## src/common/pcd_pkg.sv

```systemverilog
// Constants and types for the port C/D pin function select block
package pcd_pkg;

   // ----------------------------------------------------------------
   // Register offsets (byte addresses from the system control base)
   // ----------------------------------------------------------------
   localparam logic [11:0] PCD_PORT_C_SEL_OFFSET = 12'h034;
   localparam logic [11:0] PCD_PORT_D_OFFSET = 12'h03C;
   localparam logic [11:0] PCD_ALT_SEL_OFFSET = 12'h050;

   // ----------------------------------------------------------------
   // Reset values
   // ----------------------------------------------------------------
   localparam logic [31:0] PCD_PORT_C_SEL_RESET = 32'h0000_0000;
   localparam logic [31:0] PCD_PORT_D_RESET = 32'h0000_0000;
   localparam logic [31:0] PCD_ALT_SEL_RESET = 32'h0000_0000;

   // ----------------------------------------------------------------
   // Field layout
   // ----------------------------------------------------------------
   localparam int PCD_PC_PINS = 4;
   localparam int PCD_PD_PINS = 16;
   localparam int PCD_PC_SEL_LSB = 0;
   localparam int PCD_ALT_PC_LSB = 5;
   localparam int PCD_PD_SEL_LSB = 0;
   localparam int PCD_PD_SCHMITT_LSB = 16;

   // ----------------------------------------------------------------
   // Port C pin roles and port D pin indices
   // ----------------------------------------------------------------
   localparam int PCD_PC_DATA_OUT_PIN = 3;
   localparam int PCD_PC_DATA_IN_PIN = 2;
   localparam int PCD_PC_CLOCK_PIN = 1;
   localparam int PCD_PC_WORD_PIN = 0;
   localparam int PCD_PD_UART2_TX_PIN = 15;
   localparam int PCD_PD_UART2_RX_PIN = 14;
   localparam int PCD_PD_SPI3_OUT1_PIN = 13;
   localparam int PCD_PD_SPI3_IN1_PIN = 12;
   localparam int PCD_PD_SPI3_OUT0_PIN = 11;
   localparam int PCD_PD_SPI3_IN0_PIN = 10;

   // ----------------------------------------------------------------
   // Port C pin functions
   // ----------------------------------------------------------------
   typedef enum logic [1:0] {
      PCD_FN_GPIO = 2'b00,
      PCD_FN_SPI = 2'b01,
      PCD_FN_AUDIO = 2'b10
   } pcd_fn_t;

endpackage : pcd_pkg

```

## src/hdl/pcd_pin_mux.sv

```systemverilog
// Port C low pins and port D pin function select with APB registers
// ------------------------------------------------------------------
// Summary of operation
// - Port C pin 3: GPIO, SPI0 data out 0, or audio data out.
// - Port C pin 2: GPIO, SPI0 data in 0, or audio data in.
// - Port C pin 1: GPIO, SPI0 clock, or audio bit clock.
// - Port C pin 0: GPIO, SPI0 select 0, or audio word clock.
// - Port D register is read/write at 0x3C, resets to zero.
// - Bits 31:16 enable the input Schmitt trigger per port D pin.
// - Bits 15:0 select each port D pin; clear means GPIO.
// - Port D select bit 15 routes UART2 transmit data to pin 15.
// - Port D select bit 14 routes pin 14 receive data to UART2.
// - Port D select bit 13 routes SPI3 out line 1 to pin 13.
// - Port D select bit 12 routes pin 12 to SPI3 in line 1.
// - Port D select bit 11 routes SPI3 out line 0 to pin 11.
// - Port D select bit 10 routes pin 10 to SPI3 in line 0.
// ------------------------------------------------------------------
//
// Our own choice: the APB interface to the registers.
`timescale 1ns/1ps
`default_nettype none

module pcd_pin_mux (
   input wire logic pclk,
   input wire logic presetn,
   input wire logic psel,
   input wire logic penable,
   input wire logic pwrite,
   input wire logic [11:0] paddr,
   input wire logic [31:0] pwdata,
   input wire logic [3:0] pstrb,
   output logic [31:0] prdata,
   output logic pready,
   output logic pslverr,
   input wire logic [pcd_pkg::PCD_PC_PINS-1:0] pad_c_in,
   output logic [pcd_pkg::PCD_PC_PINS-1:0] pad_c_out,
   output logic [pcd_pkg::PCD_PC_PINS-1:0] pad_c_oe_n,
   input wire logic [pcd_pkg::PCD_PC_PINS-1:0] gpio_c_out,
   input wire logic [pcd_pkg::PCD_PC_PINS-1:0] gpio_c_oe_n,
   output logic [pcd_pkg::PCD_PC_PINS-1:0] gpio_c_in,
   input wire logic [pcd_pkg::PCD_PC_PINS-1:0] spi_ch0_out,
   input wire logic [pcd_pkg::PCD_PC_PINS-1:0] spi_ch0_oe_n,
   output logic [pcd_pkg::PCD_PC_PINS-1:0] spi_ch0_in,
   input wire logic [pcd_pkg::PCD_PC_PINS-1:0] audio_out,
   input wire logic [pcd_pkg::PCD_PC_PINS-1:0] audio_oe_n,
   output logic [pcd_pkg::PCD_PC_PINS-1:0] audio_in,
   input wire logic [pcd_pkg::PCD_PD_PINS-1:0] pad_d_in,
   output logic [pcd_pkg::PCD_PD_PINS-1:0] pad_d_out,
   output logic [pcd_pkg::PCD_PD_PINS-1:0] pad_d_oe_n,
   output logic [pcd_pkg::PCD_PD_PINS-1:0] port_d_schmitt_enable,
   input wire logic [pcd_pkg::PCD_PD_PINS-1:0] gpio_d_out,
   input wire logic [pcd_pkg::PCD_PD_PINS-1:0] gpio_d_oe_n,
   output logic [pcd_pkg::PCD_PD_PINS-1:0] gpio_d_in,
   input wire logic [pcd_pkg::PCD_PD_PINS-1:0] periph_d_out,
   input wire logic [pcd_pkg::PCD_PD_PINS-1:0] periph_d_oe_n,
   output logic [pcd_pkg::PCD_PD_PINS-1:0] periph_d_in
);
   import pcd_pkg::*;

   localparam int CP = PCD_PC_PINS;
   localparam int DP = PCD_PD_PINS;

   // ----------------------------------------------------------------
   // Helpers
   // ----------------------------------------------------------------
   function automatic logic [31:0] apply_strobe(input logic [31:0] old_val,
                                                input logic [31:0] new_val,
                                                input logic [3:0] strb);
      logic [31:0] res;
      res = old_val;
      for (int b = 0; b < 4; b++) begin
         if (strb[b]) begin
            res[b*8 +: 8] = new_val[b*8 +: 8];
         end
      end
      return res;
   endfunction : apply_strobe

   function automatic pcd_fn_t pc_fn(input logic alt_bit, input logic sel_bit);
      pcd_fn_t fn;
      if (!sel_bit) begin
         fn = PCD_FN_GPIO;
      end else if (alt_bit) begin
         fn = PCD_FN_AUDIO;
      end else begin
         fn = PCD_FN_SPI;
      end
      return fn;
   endfunction : pc_fn

   // ----------------------------------------------------------------
   // Registers
   // ----------------------------------------------------------------
   logic [CP-1:0] port_c_function_select;
   logic [CP-1:0] alternate_function_select;
   logic [DP-1:0] port_d_function_select;
   logic [DP-1:0] schmitt;
   logic [31:0] c_word;
   logic [31:0] alt_word;
   logic [31:0] d_word;
   logic [31:0] next_c_word, next_alt_word;
   logic hit_c;
   logic hit_alt;
   logic hit_d;
   logic mapped;
   logic wr_access;

   always_comb begin
      c_word = PCD_PORT_C_SEL_RESET;
      alt_word = PCD_ALT_SEL_RESET;
      c_word[PCD_PC_SEL_LSB +: CP] = port_c_function_select;
      alt_word[PCD_ALT_PC_LSB +: CP] = alternate_function_select;
      d_word = {schmitt, port_d_function_select};
      next_c_word = apply_strobe(c_word, pwdata, pstrb);
      next_alt_word = apply_strobe(alt_word, pwdata, pstrb);
   end

   assign hit_c = (paddr == PCD_PORT_C_SEL_OFFSET);
   assign hit_alt = (paddr == PCD_ALT_SEL_OFFSET);
   assign hit_d = (paddr == PCD_PORT_D_OFFSET);
   assign mapped = hit_c | hit_alt | hit_d;
   assign wr_access = psel & penable & pwrite & mapped;

   // ----------------------------------------------------------------
   // APB slave: zero wait states, error on unmapped address
   // ----------------------------------------------------------------
   assign pready = 1'b1;
   assign pslverr = psel & penable & ~mapped;

   always_comb begin
      if (hit_d) begin
         prdata = d_word;
      end else if (hit_c) begin
         prdata = c_word;
      end else if (hit_alt) begin
         prdata = alt_word;
      end else begin
         prdata = 32'h0000_0000;
      end
   end

   always_ff @(posedge pclk or negedge presetn) begin
      if (!presetn) begin
         port_d_function_select <= PCD_PORT_D_RESET[PCD_PD_SEL_LSB +: DP];
         schmitt <= PCD_PORT_D_RESET[PCD_PD_SCHMITT_LSB +: DP];
      end else if (wr_access && hit_d) begin
         {schmitt, port_d_function_select} <= apply_strobe(d_word, pwdata, pstrb);
      end
   end

   always_ff @(posedge pclk or negedge presetn) begin
      if (!presetn) begin
         port_c_function_select <= PCD_PORT_C_SEL_RESET[PCD_PC_SEL_LSB +: CP];
      end else if (wr_access && hit_c) begin
         port_c_function_select <= next_c_word[PCD_PC_SEL_LSB +: CP];
      end
   end

   always_ff @(posedge pclk or negedge presetn) begin
      if (!presetn) begin
         alternate_function_select <= PCD_ALT_SEL_RESET[PCD_ALT_PC_LSB +: CP];
      end else if (wr_access && hit_alt) begin
         alternate_function_select <= next_alt_word[PCD_ALT_PC_LSB +: CP];
      end
   end

   assign port_d_schmitt_enable = schmitt;

   // ----------------------------------------------------------------
   // Pad input synchronisers
   // ----------------------------------------------------------------
   logic [CP-1:0] pad_c_sync;
   logic [DP-1:0] pad_d_sync;

   pcd_sync2 #(.WIDTH(CP)) u_sync_c (
      .pclk(pclk),
      .presetn(presetn),
      .async_in(pad_c_in),
      .sync_out(pad_c_sync)
   );

   pcd_sync2 #(.WIDTH(DP)) u_sync_d (
      .pclk(pclk),
      .presetn(presetn),
      .async_in(pad_d_in),
      .sync_out(pad_d_sync)
   );

   // ----------------------------------------------------------------
   // Port C routing
   // ----------------------------------------------------------------
   logic [CP-1:0] next_pad_c_out;
   logic [CP-1:0] next_pad_c_oe_n;
   logic [CP-1:0] next_spi_ch0_in;
   logic [CP-1:0] next_audio_in;

   always_comb begin
      next_pad_c_out = gpio_c_out;
      next_pad_c_oe_n = gpio_c_oe_n;
      next_spi_ch0_in = '0;
      next_audio_in = '0;
      for (int i = 0; i < CP; i++) begin
         case (pc_fn(alternate_function_select[i], port_c_function_select[i]))
            PCD_FN_SPI: begin
               next_pad_c_out[i] = spi_ch0_out[i];
               next_pad_c_oe_n[i] = spi_ch0_oe_n[i];
               next_spi_ch0_in[i] = pad_c_sync[i];
            end
            PCD_FN_AUDIO: begin
               next_pad_c_out[i] = audio_out[i];
               next_pad_c_oe_n[i] = audio_oe_n[i];
               next_audio_in[i] = pad_c_sync[i];
            end
            default: begin
               next_pad_c_out[i] = gpio_c_out[i];
               next_pad_c_oe_n[i] = gpio_c_oe_n[i];
            end
         endcase
      end
   end

   always_ff @(posedge pclk or negedge presetn) begin
      if (!presetn) begin
         pad_c_out <= '0;
         pad_c_oe_n <= '1;
         spi_ch0_in <= '0;
         audio_in <= '0;
         gpio_c_in <= '0;
      end else begin
         pad_c_out <= next_pad_c_out;
         pad_c_oe_n <= next_pad_c_oe_n;
         spi_ch0_in <= next_spi_ch0_in;
         audio_in <= next_audio_in;
         gpio_c_in <= pad_c_sync;
      end
   end

   // ----------------------------------------------------------------
   // Port D routing
   // ----------------------------------------------------------------
   always_ff @(posedge pclk or negedge presetn) begin
      if (!presetn) begin
         pad_d_out <= '0;
         pad_d_oe_n <= '1;
         periph_d_in <= '0;
         gpio_d_in <= '0;
      end else begin
         pad_d_out <= (port_d_function_select & periph_d_out) |
                      (~port_d_function_select & gpio_d_out);
         pad_d_oe_n <= (port_d_function_select & periph_d_oe_n) |
                       (~port_d_function_select & gpio_d_oe_n);
         periph_d_in <= port_d_function_select & pad_d_sync;
         gpio_d_in <= pad_d_sync;
      end
   end

   // ----------------------------------------------------------------
   // Assertions
   // ----------------------------------------------------------------
   property p_pc3_audio;
      @(posedge pclk) disable iff (!presetn)
      (port_c_function_select[PCD_PC_DATA_OUT_PIN] && alternate_function_select[PCD_PC_DATA_OUT_PIN])
      |=> (pad_c_out[PCD_PC_DATA_OUT_PIN] == $past(audio_out[PCD_PC_DATA_OUT_PIN])) &&
          (pad_c_oe_n[PCD_PC_DATA_OUT_PIN] == $past(audio_oe_n[PCD_PC_DATA_OUT_PIN]));
   endproperty
   a_pc3_audio: assert property (p_pc3_audio) else $error("pc3 not audio out");

   property p_pc2_spi_in;
      @(posedge pclk) disable iff (!presetn)
      (port_c_function_select[PCD_PC_DATA_IN_PIN] && !alternate_function_select[PCD_PC_DATA_IN_PIN])
      |=> (spi_ch0_in[PCD_PC_DATA_IN_PIN] == $past(pad_c_sync[PCD_PC_DATA_IN_PIN])) &&
          !audio_in[PCD_PC_DATA_IN_PIN];
   endproperty
   a_pc2_spi_in: assert property (p_pc2_spi_in) else $error("pc2 not spi in");

   property p_pc1_spi_clock;
      @(posedge pclk) disable iff (!presetn)
      (port_c_function_select[PCD_PC_CLOCK_PIN] && !alternate_function_select[PCD_PC_CLOCK_PIN])
      |=> pad_c_out[PCD_PC_CLOCK_PIN] == $past(spi_ch0_out[PCD_PC_CLOCK_PIN]);
   endproperty
   a_pc1_spi_clock: assert property (p_pc1_spi_clock) else $error("pc1 not spi clock");

   property p_pc0_gpio;
      @(posedge pclk) disable iff (!presetn)
      !port_c_function_select[PCD_PC_WORD_PIN]
      |=> (pad_c_out[PCD_PC_WORD_PIN] == $past(gpio_c_out[PCD_PC_WORD_PIN])) &&
          !spi_ch0_in[PCD_PC_WORD_PIN] && !audio_in[PCD_PC_WORD_PIN];
   endproperty
   a_pc0_gpio: assert property (p_pc0_gpio) else $error("pc0 not gpio");

   property p_port_d_readback;
      @(posedge pclk) disable iff (!presetn)
      (psel && penable && pwrite && hit_d && pstrb == 4'hF)
      |=> d_word == $past(pwdata);
   endproperty
   a_port_d_readback: assert property (p_port_d_readback) else $error("port d readback wrong");

   property p_schmitt;
      @(posedge pclk) disable iff (!presetn)
      (psel && penable && pwrite && hit_d && pstrb == 4'hF)
      |=> port_d_schmitt_enable == $past(pwdata[31:16]);
   endproperty
   a_schmitt: assert property (p_schmitt) else $error("schmitt enable not updated");

   property p_port_d_route;
      @(posedge pclk) disable iff (!presetn)
      1'b1 |=> pad_d_out == (($past(port_d_function_select) & $past(periph_d_out)) |
                             (~$past(port_d_function_select) & $past(gpio_d_out)));
   endproperty
   a_port_d_route: assert property (p_port_d_route) else $error("port d routing wrong");

   property p_uart_tx;
      @(posedge pclk) disable iff (!presetn)
      port_d_function_select[PCD_PD_UART2_TX_PIN]
      |=> pad_d_oe_n[PCD_PD_UART2_TX_PIN] == $past(periph_d_oe_n[PCD_PD_UART2_TX_PIN]);
   endproperty
   a_uart_tx: assert property (p_uart_tx) else $error("uart tx not routed");

   property p_uart_rx;
      @(posedge pclk) disable iff (!presetn)
      port_d_function_select[PCD_PD_UART2_RX_PIN]
      |=> periph_d_in[PCD_PD_UART2_RX_PIN] == $past(pad_d_sync[PCD_PD_UART2_RX_PIN]);
   endproperty
   a_uart_rx: assert property (p_uart_rx) else $error("uart rx not routed");

   property p_spi3_out;
      @(posedge pclk) disable iff (!presetn)
      (port_d_function_select[PCD_PD_SPI3_OUT1_PIN] && port_d_function_select[PCD_PD_SPI3_OUT0_PIN])
      |=> (pad_d_out[PCD_PD_SPI3_OUT1_PIN] == $past(periph_d_out[PCD_PD_SPI3_OUT1_PIN])) &&
          (pad_d_out[PCD_PD_SPI3_OUT0_PIN] == $past(periph_d_out[PCD_PD_SPI3_OUT0_PIN]));
   endproperty
   a_spi3_out: assert property (p_spi3_out) else $error("spi3 out not routed");

   property p_spi3_in;
      @(posedge pclk) disable iff (!presetn)
      1'b1 |=> periph_d_in == ($past(port_d_function_select) & $past(pad_d_sync));
   endproperty
   a_spi3_in: assert property (p_spi3_in) else $error("port d inputs misrouted");

   property p_undefined_gpio;
      @(posedge pclk) disable iff (!presetn)
      (alternate_function_select[PCD_PC_DATA_OUT_PIN] && !port_c_function_select[PCD_PC_DATA_OUT_PIN])
      |=> (pad_c_oe_n[PCD_PC_DATA_OUT_PIN] == $past(gpio_c_oe_n[PCD_PC_DATA_OUT_PIN])) &&
          !audio_in[PCD_PC_DATA_OUT_PIN];
   endproperty
   a_undefined_gpio: assert property (p_undefined_gpio) else $error("undefined pc mode not gpio");

   property p_cov_audio;
      @(posedge pclk) disable iff (!presetn)
      port_c_function_select[PCD_PC_CLOCK_PIN] && alternate_function_select[PCD_PC_CLOCK_PIN];
   endproperty
   c_cov_audio: cover property (p_cov_audio);

   property p_cov_uart;
      @(posedge pclk) disable iff (!presetn)
      port_d_function_select[PCD_PD_UART2_TX_PIN] && port_d_function_select[PCD_PD_UART2_RX_PIN];
   endproperty
   c_cov_uart: cover property (p_cov_uart);

   property p_cov_error;
      @(posedge pclk) disable iff (!presetn)
      pslverr;
   endproperty
   c_cov_error: cover property (p_cov_error);

endmodule : pcd_pin_mux

`default_nettype wire

```

## src/hdl/pcd_sync2.sv

```systemverilog
// Two-flop synchroniser for pad inputs
`timescale 1ns/1ps
`default_nettype none

module pcd_sync2 #(
   parameter int WIDTH = 1
) (
   input wire logic pclk,
   input wire logic presetn,
   input wire logic [WIDTH-1:0] async_in,
   output logic [WIDTH-1:0] sync_out
);

   logic [WIDTH-1:0] stage1;

   // ----------------------------------------------------------------
   // First stage feeds only the second
   // ----------------------------------------------------------------
   always_ff @(posedge pclk or negedge presetn) begin
      if (!presetn) begin
         stage1 <= '0;
         sync_out <= '0;
      end else begin
         stage1 <= async_in;
         sync_out <= stage1;
      end
   end

endmodule : pcd_sync2

`default_nettype wire

```

## config.mk

```make
export PLATFORM = sky130hd
export DESIGN_NAME = pcd_pin_mux
export DESIGN_NICKNAME = d
export VERILOG_FILES = /design/src/common/pcd_pkg.sv /design/src/hdl/pcd_pin_mux.sv /design/src/hdl/pcd_sync2.sv
export SDC_FILE = /design/constraint.sdc
export NUM_CORES = 1
export LEC_CHECK = 0
export ABC_AREA = 1
export BUFFER_PORTS_ARGS = -buffer_cell sky130_fd_sc_hd__clkbuf_2
export CAP_MARGIN = 20
export CORE_MARGIN = 10
export CORE_UTILIZATION = 40
export DETAILED_ROUTE_END_ITERATION = 7
export PLACE_DENSITY = 0.74
export SETUP_SLACK_MARGIN = 0.05
export SLEW_MARGIN = 20
export SYNTH_ARGS = -nofsm -noshare
export SYNTH_HDL_FRONTEND = slang
export SYNTH_SLANG_ARGS = --single-unit
```

## constraint.sdc

```tcl
create_clock -name pclk -period 1.4 [get_ports pclk]
set_input_delay 0.35 -clock pclk [delete_from_list [all_inputs] [get_ports pclk]]
set_output_delay 0.35 -clock pclk [all_outputs]
set_load 0.03 [all_outputs]
```

**Yosys cells after proc, flatten, opt, wreduce, memory -nomap -nowiden**

Index checks and enable logic that the tools add are counted.

- Register bits: 164
- Latch bits: 0
- RAM bits: 0
- Bits in read-only memories: 0
- Bits of input ports: 161
- Output and inout bits: 134
- Logic and storage cells: 83
- Memories: 0

- $add $sub $neg: 0
- Multipliers: 0
- Div/mod/pow operators: 0
- Order comparisons: 0
- Equality and inequality tests: 11
- Shifts and indexed selects: 0
- Multiplexer cells: 27
- Bitwise operators: 15
- Reductions and logical operators: 10

Operator list:

| operator | number |
|---|---|
| $and A16 B16 Y16 | 5 |
| $mux W32 | 1 |
| $or A16 B16 Y16 | 2 |
| $eq A12 B6 Y1 const B | 2 |
| $mux W9 | 2 |
| $mux W2 | 8 |
| $not A16 Y16 | 1 |
| $pmux W1 S2 | 8 |
| $reduce_and A2 Y1 | 7 |
| $eq A12 B7 Y1 const B | 1 |
| $eq A2 B1 Y1 const B | 4 |
| $eq A2 B2 Y1 const B | 4 |
| $mux W1 | 8 |
| $and A1 B1 Y1 | 4 |
| $logic_and A1 B1 Y1 | 3 |
| $or A1 B1 Y1 | 2 |
| $not A1 Y1 | 1 |

**Depth between registers and ports, before layout**

Gate-level depths: netlist of run 1.

- Depth after elaboration: 6
- Gate-level depth with buffers: 9
- Mapped depth without buffers: 8

**Cells and area by module**

Synthesis of run 1 repeated with hierarchy kept, for this count alone.

- Cell total of the unflattened synthesis: 591
- Area total of the unflattened synthesis: 6027.0 um^2

By module, submodules not included:

| module | instances | cells each | area an instance (um^2) | seq. area each (um^2) |
|---|---|---|---|---|
| pcd_pin_mux | 1 | 551 | 5026.1 | 3128.0 |
| pcd_sync2 at u_sync_d | 1 | 32 | 800.8 | 800.8 |
| pcd_sync2 at u_sync_c | 1 | 8 | 200.2 | 200.2 |

**Worst setup path after synthesis of run 1**

Ideal clock, no wire load.

- Kind: input to output
- From: input paddr[3]
- To: output pslverr
- Arrival: 1489 ps
- Data required time: 1050 ps
- Path slack: -439 ps
- Cell stages on the path: 7
- Cell sequence: buf_6 > nor2_1 > nand2_1 > nor2_1 > nand2_1 > inv_2 > nor3_1

- Word-level cells in the longest chain between the ends: 5

Ends and longest elaborated chain:

| element | line | source |
|---|---|---|
| start, declared | pcd_pin_mux.sv:29 | `input wire logic [11:0] paddr,` |
| $eq A12 B6 Y1 or $eq A12 B7 Y1 (tied branches) | pcd_pin_mux.sv:118, pcd_pin_mux.sv:119 |  |
| $or A1 B1 Y1 | pcd_pin_mux.sv:121 | `assign mapped = hit_c \| hit_alt \| hit_d;` |
| $or A1 B1 Y1 (*) | pcd_pin_mux.sv:121 |  |
| $not A1 Y1 (*) | pcd_pin_mux.sv:128 | `assign pslverr = psel & penable & ~mapped;` |
| $and A1 B1 Y1 (*) | pcd_pin_mux.sv:128 |  |
| end, declared | pcd_pin_mux.sv:34 | `output logic pslverr,` |

Mark *: on every way between the ends. The rest lies on a longest branch, timed or not.

**Worst setup path in the final report of run 1**

- From: input paddr[9]
- To: output prdata[0]

- Word-level cells in the longest chain between the ends: 3

Ends and longest elaborated chain:

| element | line | source |
|---|---|---|
| $eq A12 B6 Y1 | pcd_pin_mux.sv:118 | `assign hit_c = (paddr == PCD_PORT_C_SEL_OFFSET);` |
| $mux W9 | pcd_pin_mux.sv:133 | `end else if (hit_c) begin` |
| $mux W32 (*) | pcd_pin_mux.sv:131 | `if (hit_d) begin` |
| end, declared | pcd_pin_mux.sv:32 | `output logic [31:0] prdata,` |

Marked as above.

==> results of run 1 <==
cell usage after synthesis, drive strengths merged:
master	n
buf	11
clkbuf	1
conb	1
dfrtp	144
dfstp	20
inv	74
nand2	213
nand3	67
nand3b	1
nand4	5
nor2	35
nor3	10
o21ai	1
o22ai	8
report_power, final:
part / internal, W / switching (W) / leakage, nW / total, W
Combinational: 0.000391 / 0.000528 / 2.84 / 0.000920
Sequential: 0.00491 / 0.0000615 / 2.03 / 0.00497
Clock: 0.00274 / 0.00197 / 0.293 / 0.00470
cells by family (layout without fill, tap and decap cells):
group / count (synthesis) / after routing / share of synthesized area (%)
DFF: 164 / 164 / 68.5
and+or+nand+nor: 331 / 331 / 24.5
buffers and inverters: 86 / 453 / 6.02
other: 1 / 1 / 0.0622
AOI/OAI and AO/OA: 9 / 9 / 0.913
worst max-delay path: cells and delay by family:
family	cells	cell delay (ns)
and+or+nand+nor	3	0.38
AOI/OAI and AO/OA	1	0.18
buffers and inverters	4	0.47
stage by stage:
step / setup WS (ns) / cell area, um^2 / setup TNS (ns) / std cells
finish: -0.345 / 9910 / -10.31 / 1142
global route: -0.389 / 9910 / -13.11 / 1142
CTS: -0.363 / 9760 / -11.35 / 1141
detailed placement: -0.508 / 8430 / -28.62 / 1106
global placement: -0.485 / 8430 / -27.43 / 1106
floorplan: -0.202 / 6390 / -5.48 / 591
metal layers:
layer / GRT usage, % / part of all wire [%] / vias up
met3: 6.17 / 7.2 / 39
met4: 7.98 / 2.8 / 0
met5: 0 / 0 / -
li1: - / - / 2528
met2: 35.3 / 53 / 205
met1: 22.2 / 37 / 2591
area by class of cell:
class                   instances  area, um^2  area share, %
flip-flops and latches        164        4130           41.7
multi-input cells             341        1960           19.8
clock buffers                  19         443           4.47
well taps                     184         230           2.32
repair buffers                347        2700           27.3
clock inverters                13         160           1.62
inverters                      74         278           2.80
path summary, 6_finish.rpt:
kind / slack (ns) / startpoint / to
max in group asynchronous: 0.42 / presetn / pad_d_oe_n[15]$_DFF_PN1_
min reg2reg: 0.35 / u_sync_d.stage1[2]$_DFF_PN0_ / u_sync_d.sync_out[2]$_DFF_PN0_
min in group asynchronous: 0.40 / presetn / audio_in[0]$_DFF_PN0_
min: 0.04 / pad_d_in[15] / u_sync_d.stage1[15]$_DFF_PN0_
max: -0.35 / paddr[9] / prdata[0]
max reg2reg: 0.40 / alternate_function_select[0]$_DFFE_PN0P_ / audio_in[0]$_DFF_PN0_
cell usage in the layout (no fill, tap or decap), types with 9 or more instances in the layout:
cell type,Yosys,layout
dfstp_2,20,20
inv_2,7,9
buf_4,1,41
clkbuf_16,0,17
buf_6,4,10
buf_2,5,15
nand2_1,212,204
nor2_4,1,30
nand3_1,65,58
dfrtp_1,144,142
buf_8,0,63
inv_1,67,65
clkbuf_2,0,199
sequential cells by signal, summed over array words and instances (netlist names):
register	cells
gpio_d_in	16
pad_d_oe_n	16
pad_d_out	16
periph_d_in	16
port_d_function_select	16
port_d_schmitt_enable	16
u_sync_d.stage1	16
u_sync_d.sync_out	16
alternate_function_select	4
audio_in	4
gpio_c_in	4
pad_c_oe_n	4
pad_c_out	4
port_c_function_select	4
spi_ch0_in	4
u_sync_c.stage1	4
u_sync_c.sync_out	4
repair_timing:
action | in CTS | in global routing
setup endpoints to repair | 100 | 117
hold buffers | 1 | 0
buffers inserted | 2 | 1
gates resized for setup | 161 | 102
pin swaps | 12 | 8
endpoints found under the hold margin | 25 | 0
==> impl_metrics.csv, run 1 <==
group,metric,value,unit
final_layout,num-fill-cells,1038,
placement,dp_hpwl,15.7,mm
critical_path,setup.worst_path.start_class,"primary input",
timing,setup_violations,53,
final_layout,drive_gt1_share,49.6,%
detailed_routing,dr.pass1.iters,4,
hold_path,whs_path_depth,1,
detailed_routing,wl_per_cell,17.9,um
clocking,clkTransAtPathRegs,0.07,ns
critical_path,critPathMaxStageDelay,0.18,ns
synth,synth_cell_type_count,25,
final_layout,synthToLayoutAreaGrowth,64.4,%
critical_path,slowest_stage,"buf_8",
detailed_routing,drc_errors,0,
critical_path,crit_fanout,4,
die,core,14600,um^2
synth,synth.area.top_cells,"dfrtp_1, nand2_1, dfstp_2, nand3_1, inv_1",
clocking,cts-root-buf,"clkbuf_16",
critical_path,crit_top_cell,"buf_8",
die,io_pins,295,
run_status,status,"finished with violations",
timing,drv_slew,0,
timing,period_share,125,%
critical_path,worst_setup_path_end_kind,"primary output",
detailed_routing,vias,5363,
synth,synth_nets,752,
detailed_routing,totalWireLength,20.5,mm
run_status,failed_checks,"negative setup slack",
die,start_util,41.2,%
critical_path,reg2reg_depth,3,
hold_path,holdCritPathClass,"primary input to flop",
clocking,cts_tree,"done",
die,rows,44,
global_route,gr-total-overflow,0,
synth,ys_seq_elements,164,
placement,gp_congestion,0.846,
pwr,finalPower,0.0106,W
timing,grt_setup_unrepaired,"true",
synth,synth_seq_area_share,68.5,%
synth,synth_area,6030,um^2
clocking,htreeDepth,4,
final_layout,final_util,67.7,%
timing,whs,0.0354,ns
final_layout,nets,1106,
clocking,max-clock-path-buffers,2,
synth,syn_area_per_cell,10.2,um^2
global_route,grt_usage,20.1,%
clocking,clock_latency,0.42,ns
die,die_area,20400,um^2
critical_path,worstPathRequired,1.05,ns
pwr,ir_drop,0.742,mV
global_route,antenna_found_initial,0,
global_route,grt_first_pass_wirelength,31.5,mm
timing,setup_ws,-0.345,ns
pwr,p_leak,5.16,nW
detailed_routing,drt-initial-drc-count,188,
timing,hold_viol_final,0,
job,cap_violations,0,
die,die_width,143,um
detailed_routing,antenna_left,0,
timing,clock.fmax,573,MHz
pwr,power_density,1070,nW/um^2
die,die_h,143,um
synth,synth_top_area_cell,"dfrtp_1",
critical_path,critPathKind,"primary input to primary output",
timing,fin_crit,1.75,ns
clocking,tritoncts.num_buffers,17,
placement,port_buffers,293,
critical_path,worstPathCellList,"buf_6 -> inv_2 -> nand2_2 -> nor2_4 -> nand3_4 -> buf_8 -> o22ai_4 -> buf_8",
global_route,grt_pass1_vias,5814,
synth,synth_top_area_share,59.8,%
critical_path,critPathArrivalTime,1.40,ns
clocking,clock_sinks,164,
final_layout,antenna_cells,0,
timing,finalClockSkew,0.00837,ns
global_route,grt_max_degree,37,
synth,postSynthCellCount,591,
detailed_routing,vias_per_cell,4.70,
synth,yosysWarnings,0,
Note: power is estimated with default switching activity, not from simulation.
==> run 2: changes to the inputs <==
- CORE_MARGIN: 10 -> 2
==> run 2 against run 1 <==
Effect of this change:
- the run still ends with negative setup slack left
- core utilization grew 1.8 points
- largest power group unchanged
- flip-flop and latch count is the same
- hold slack gained 0.0023 ns
- worst setup slack lost 0.054 ns
- routed wire length shrank 7.0%
- sequential share of layout area shrank 1.1 points
- critical endpoint is now prdata[1]
- die area shrank 21%
- clock power shrank 3%
==> impl_metrics.csv, run 2 (synthesized netlist as in run 1, its figures left out) <==
group,metric,value,unit
run_status,status,"finished with violations",
run_status,failed_checks,"negative setup slack",
critical_path,slowest_stage,"buf_12",
critical_path,setup.worst_path.start_class,"primary input",
pwr,switching_share,24.6,%
critical_path,ff2ff_setup_slack,0.44,ns
final_layout,nets,1113,
critical_path,critPathKind,"primary input to primary output",
clocking,htreeDepth,4,
final_layout,post-route-cell-area,10200,um^2
die,die_area,16100,um^2
clocking,clkTransAtPathRegs,0.07,ns
global_route,grt_pass1_vias,5568,
pwr,ir_drop,0.730,mV
pwr,p_seq_share,47.5,%
detailed_routing,wl_per_cell,16.6,um
pwr,pwr-share-comb,8.8,%
detailed_routing,wl_met2,10.2,mm
detailed_routing,drc_errors,0,
die,die_width,127,um
detailed_routing,drt-initial-drc-count,325,
timing,hold_viol_final,0,
global_route,gr-total-overflow,0,
detailed_routing,wl_met3,1.16,mm
detailed_routing,dr.pass1.iters,5,
timing,fin_crit,1.80,ns
detailed_routing,wirelength_met1,7.18,mm
timing,finalClockSkew,0.00697,ns
clocking,clock_sinks,164,
detailed_routing,top_layer,"met4",
critical_path,worstPathRequired,1.05,ns
detailed_routing,antenna_left,0,
global_route,grt_usage,22.9,%
die,core,14600,um^2
final_layout,final_cell_mix,"nand2_1, clkbuf_2, dfrtp_1, buf_8, inv_1",
final_layout,mostFrequentLayoutCell,"nand2_1",
global_route,antenna_found_initial,0,
timing,setup_violations,75,
clocking,tritoncts.num_buffers,17,
placement,postPlaceCellArea,8470,um^2
timing,clock.fmax,556,MHz
timing,drv_slew,0,
pwr,p_clk_share,43.7,%
pwr,p_switching,0.00257,W
timing,setup_tns,-11.92,ns
hold_path,holdCritPathClass,"primary input to flop",
global_route,grt_max_degree,34,
die,rows,44,
critical_path,critPathMaxStageDelay,0.19,ns
detailed_routing,totalWireLength,19.1,mm
timing,period_share,129,%
timing,setup_ws,-0.400,ns
placement,dp.cells,1110,
clocking,max-clock-path-buffers,2,
final_layout,drive_gt1_share,52.0,%
global_route,grt_first_pass_wirelength,28.4,mm
pwr,power_density,1030,nW/um^2
clocking,cts_tree,"done",
critical_path,critPathArrivalTime,1.45,ns
die,die_h,127,um
job,cap_violations,0,
placement,gp_congestion,0.886,
final_layout,antenna_cells,0,
timing,whs,0.0377,ns
timing,grt_setup_unrepaired,"true",
pwr,p_leak,5.20,nW
critical_path,worst_setup_path_end_kind,"primary output",
critical_path,crit_fanout,5,
critical_path,worstPathCellList,"clkbuf_2 -> inv_2 -> nand3_2 -> nor2_4 -> nand3_4 -> buf_12 -> o22ai_4 -> buf_8",
final_layout,synthToLayoutAreaGrowth,68.8,%
final_layout,final_cell_count_no_fill,1149,
die,start_util,41.2,%
clocking,clock_latency,0.41,ns
pwr,internal-power,0.00789,W
clocking,cts-root-buf,"clkbuf_16",
placement,dp_hpwl,13.2,mm
placement,port_buffers,293,
detailed_routing,vias,5452,
detailed_routing,vias_per_cell,4.74,
die,io_pins,295,
pwr,finalPower,0.0105,W
[run 2: cell types whose count changed in the layout (fill, tap and decap cells not counted), sizes merged]
cell	delta
buf	+11
bufinv	-1
clkbuf	-4
clkinv	-1
clkinvlp	+3
inv	-1
[run 2: stage by stage]
stage,setup WS [ns],util (%)
floorplan,-0.202,-
global placement,-0.517,57.9
detailed placement,-0.531,57.9
CTS,-0.418,66.6
global route,-0.440,69.5
finish,-0.400,69.5
[run 2: path summary, 6_finish.rpt]
check,start,end,cells after the start
max,paddr[7],prdata[1],8
min,pad_c_in[0],u_sync_c.stage1[0]$_DFF_PN0_,1
max reg2reg,alternate_function_select[3]$_DFFE_PN0P_,audio_in[3]$_DFF_PN0_,3
min reg2reg,u_sync_c.stage1[2]$_DFF_PN0_,u_sync_c.sync_out[2]$_DFF_PN0_,0
max in group asynchronous,presetn,port_d_function_select[3]$_DFFE_PN0P_,3
min in group asynchronous,presetn,gpio_d_in[1]$_DFF_PN0_,2
[run 2: routing by layer]
layer,GRT usage [%],up-vias
met4,8.53,0
met1,27.8,2587
met3,4.60,47
met2,40.5,268
li1,-,2550
met5,0,-
[run 2: worst max-delay path: cells and delay by family]
kind	cells	cell delay (ns)
and+or+nand+nor	3	0.41
AOI/OAI and AO/OA	1	0.19
buffers and inverters	4	0.49
[run 2: cell type report]
class                           instances  area, um^2
Sequential cell                       164        4130
Timing Repair Buffer                  354        2850
Tap cell                              184         230
Inverter                               74         283
Clock inverter                         13         138
Clock buffer                           19         453
Fill cell                            1022        4470
Multi-Input combinational cell        341        2090
[run 2: power by group through the flow]
stage | logic, W | registers, W | clock network (W)
2_1_floorplan | 0.000128 | 0.00523 | 0
3_3_place_gp | 0.000804 | 0.00503 | 0
3_5_place_dp | 0.000813 | 0.00504 | 0
4_1_cts | 0.000875 | 0.00496 | 0.00466
5_1_grt | 0.000996 | 0.00498 | 0.00487
6_report | 0.000921 | 0.00497 | 0.00457
[run 2: what timing repair did]
item,in CTS,in global routing
setup endpoints to repair,73,117
pin swaps,15,33
hold buffers,1,0
hold endpoints to repair,15,0
cloned,0,3
setup buffers,1,2
resized for setup,154,139
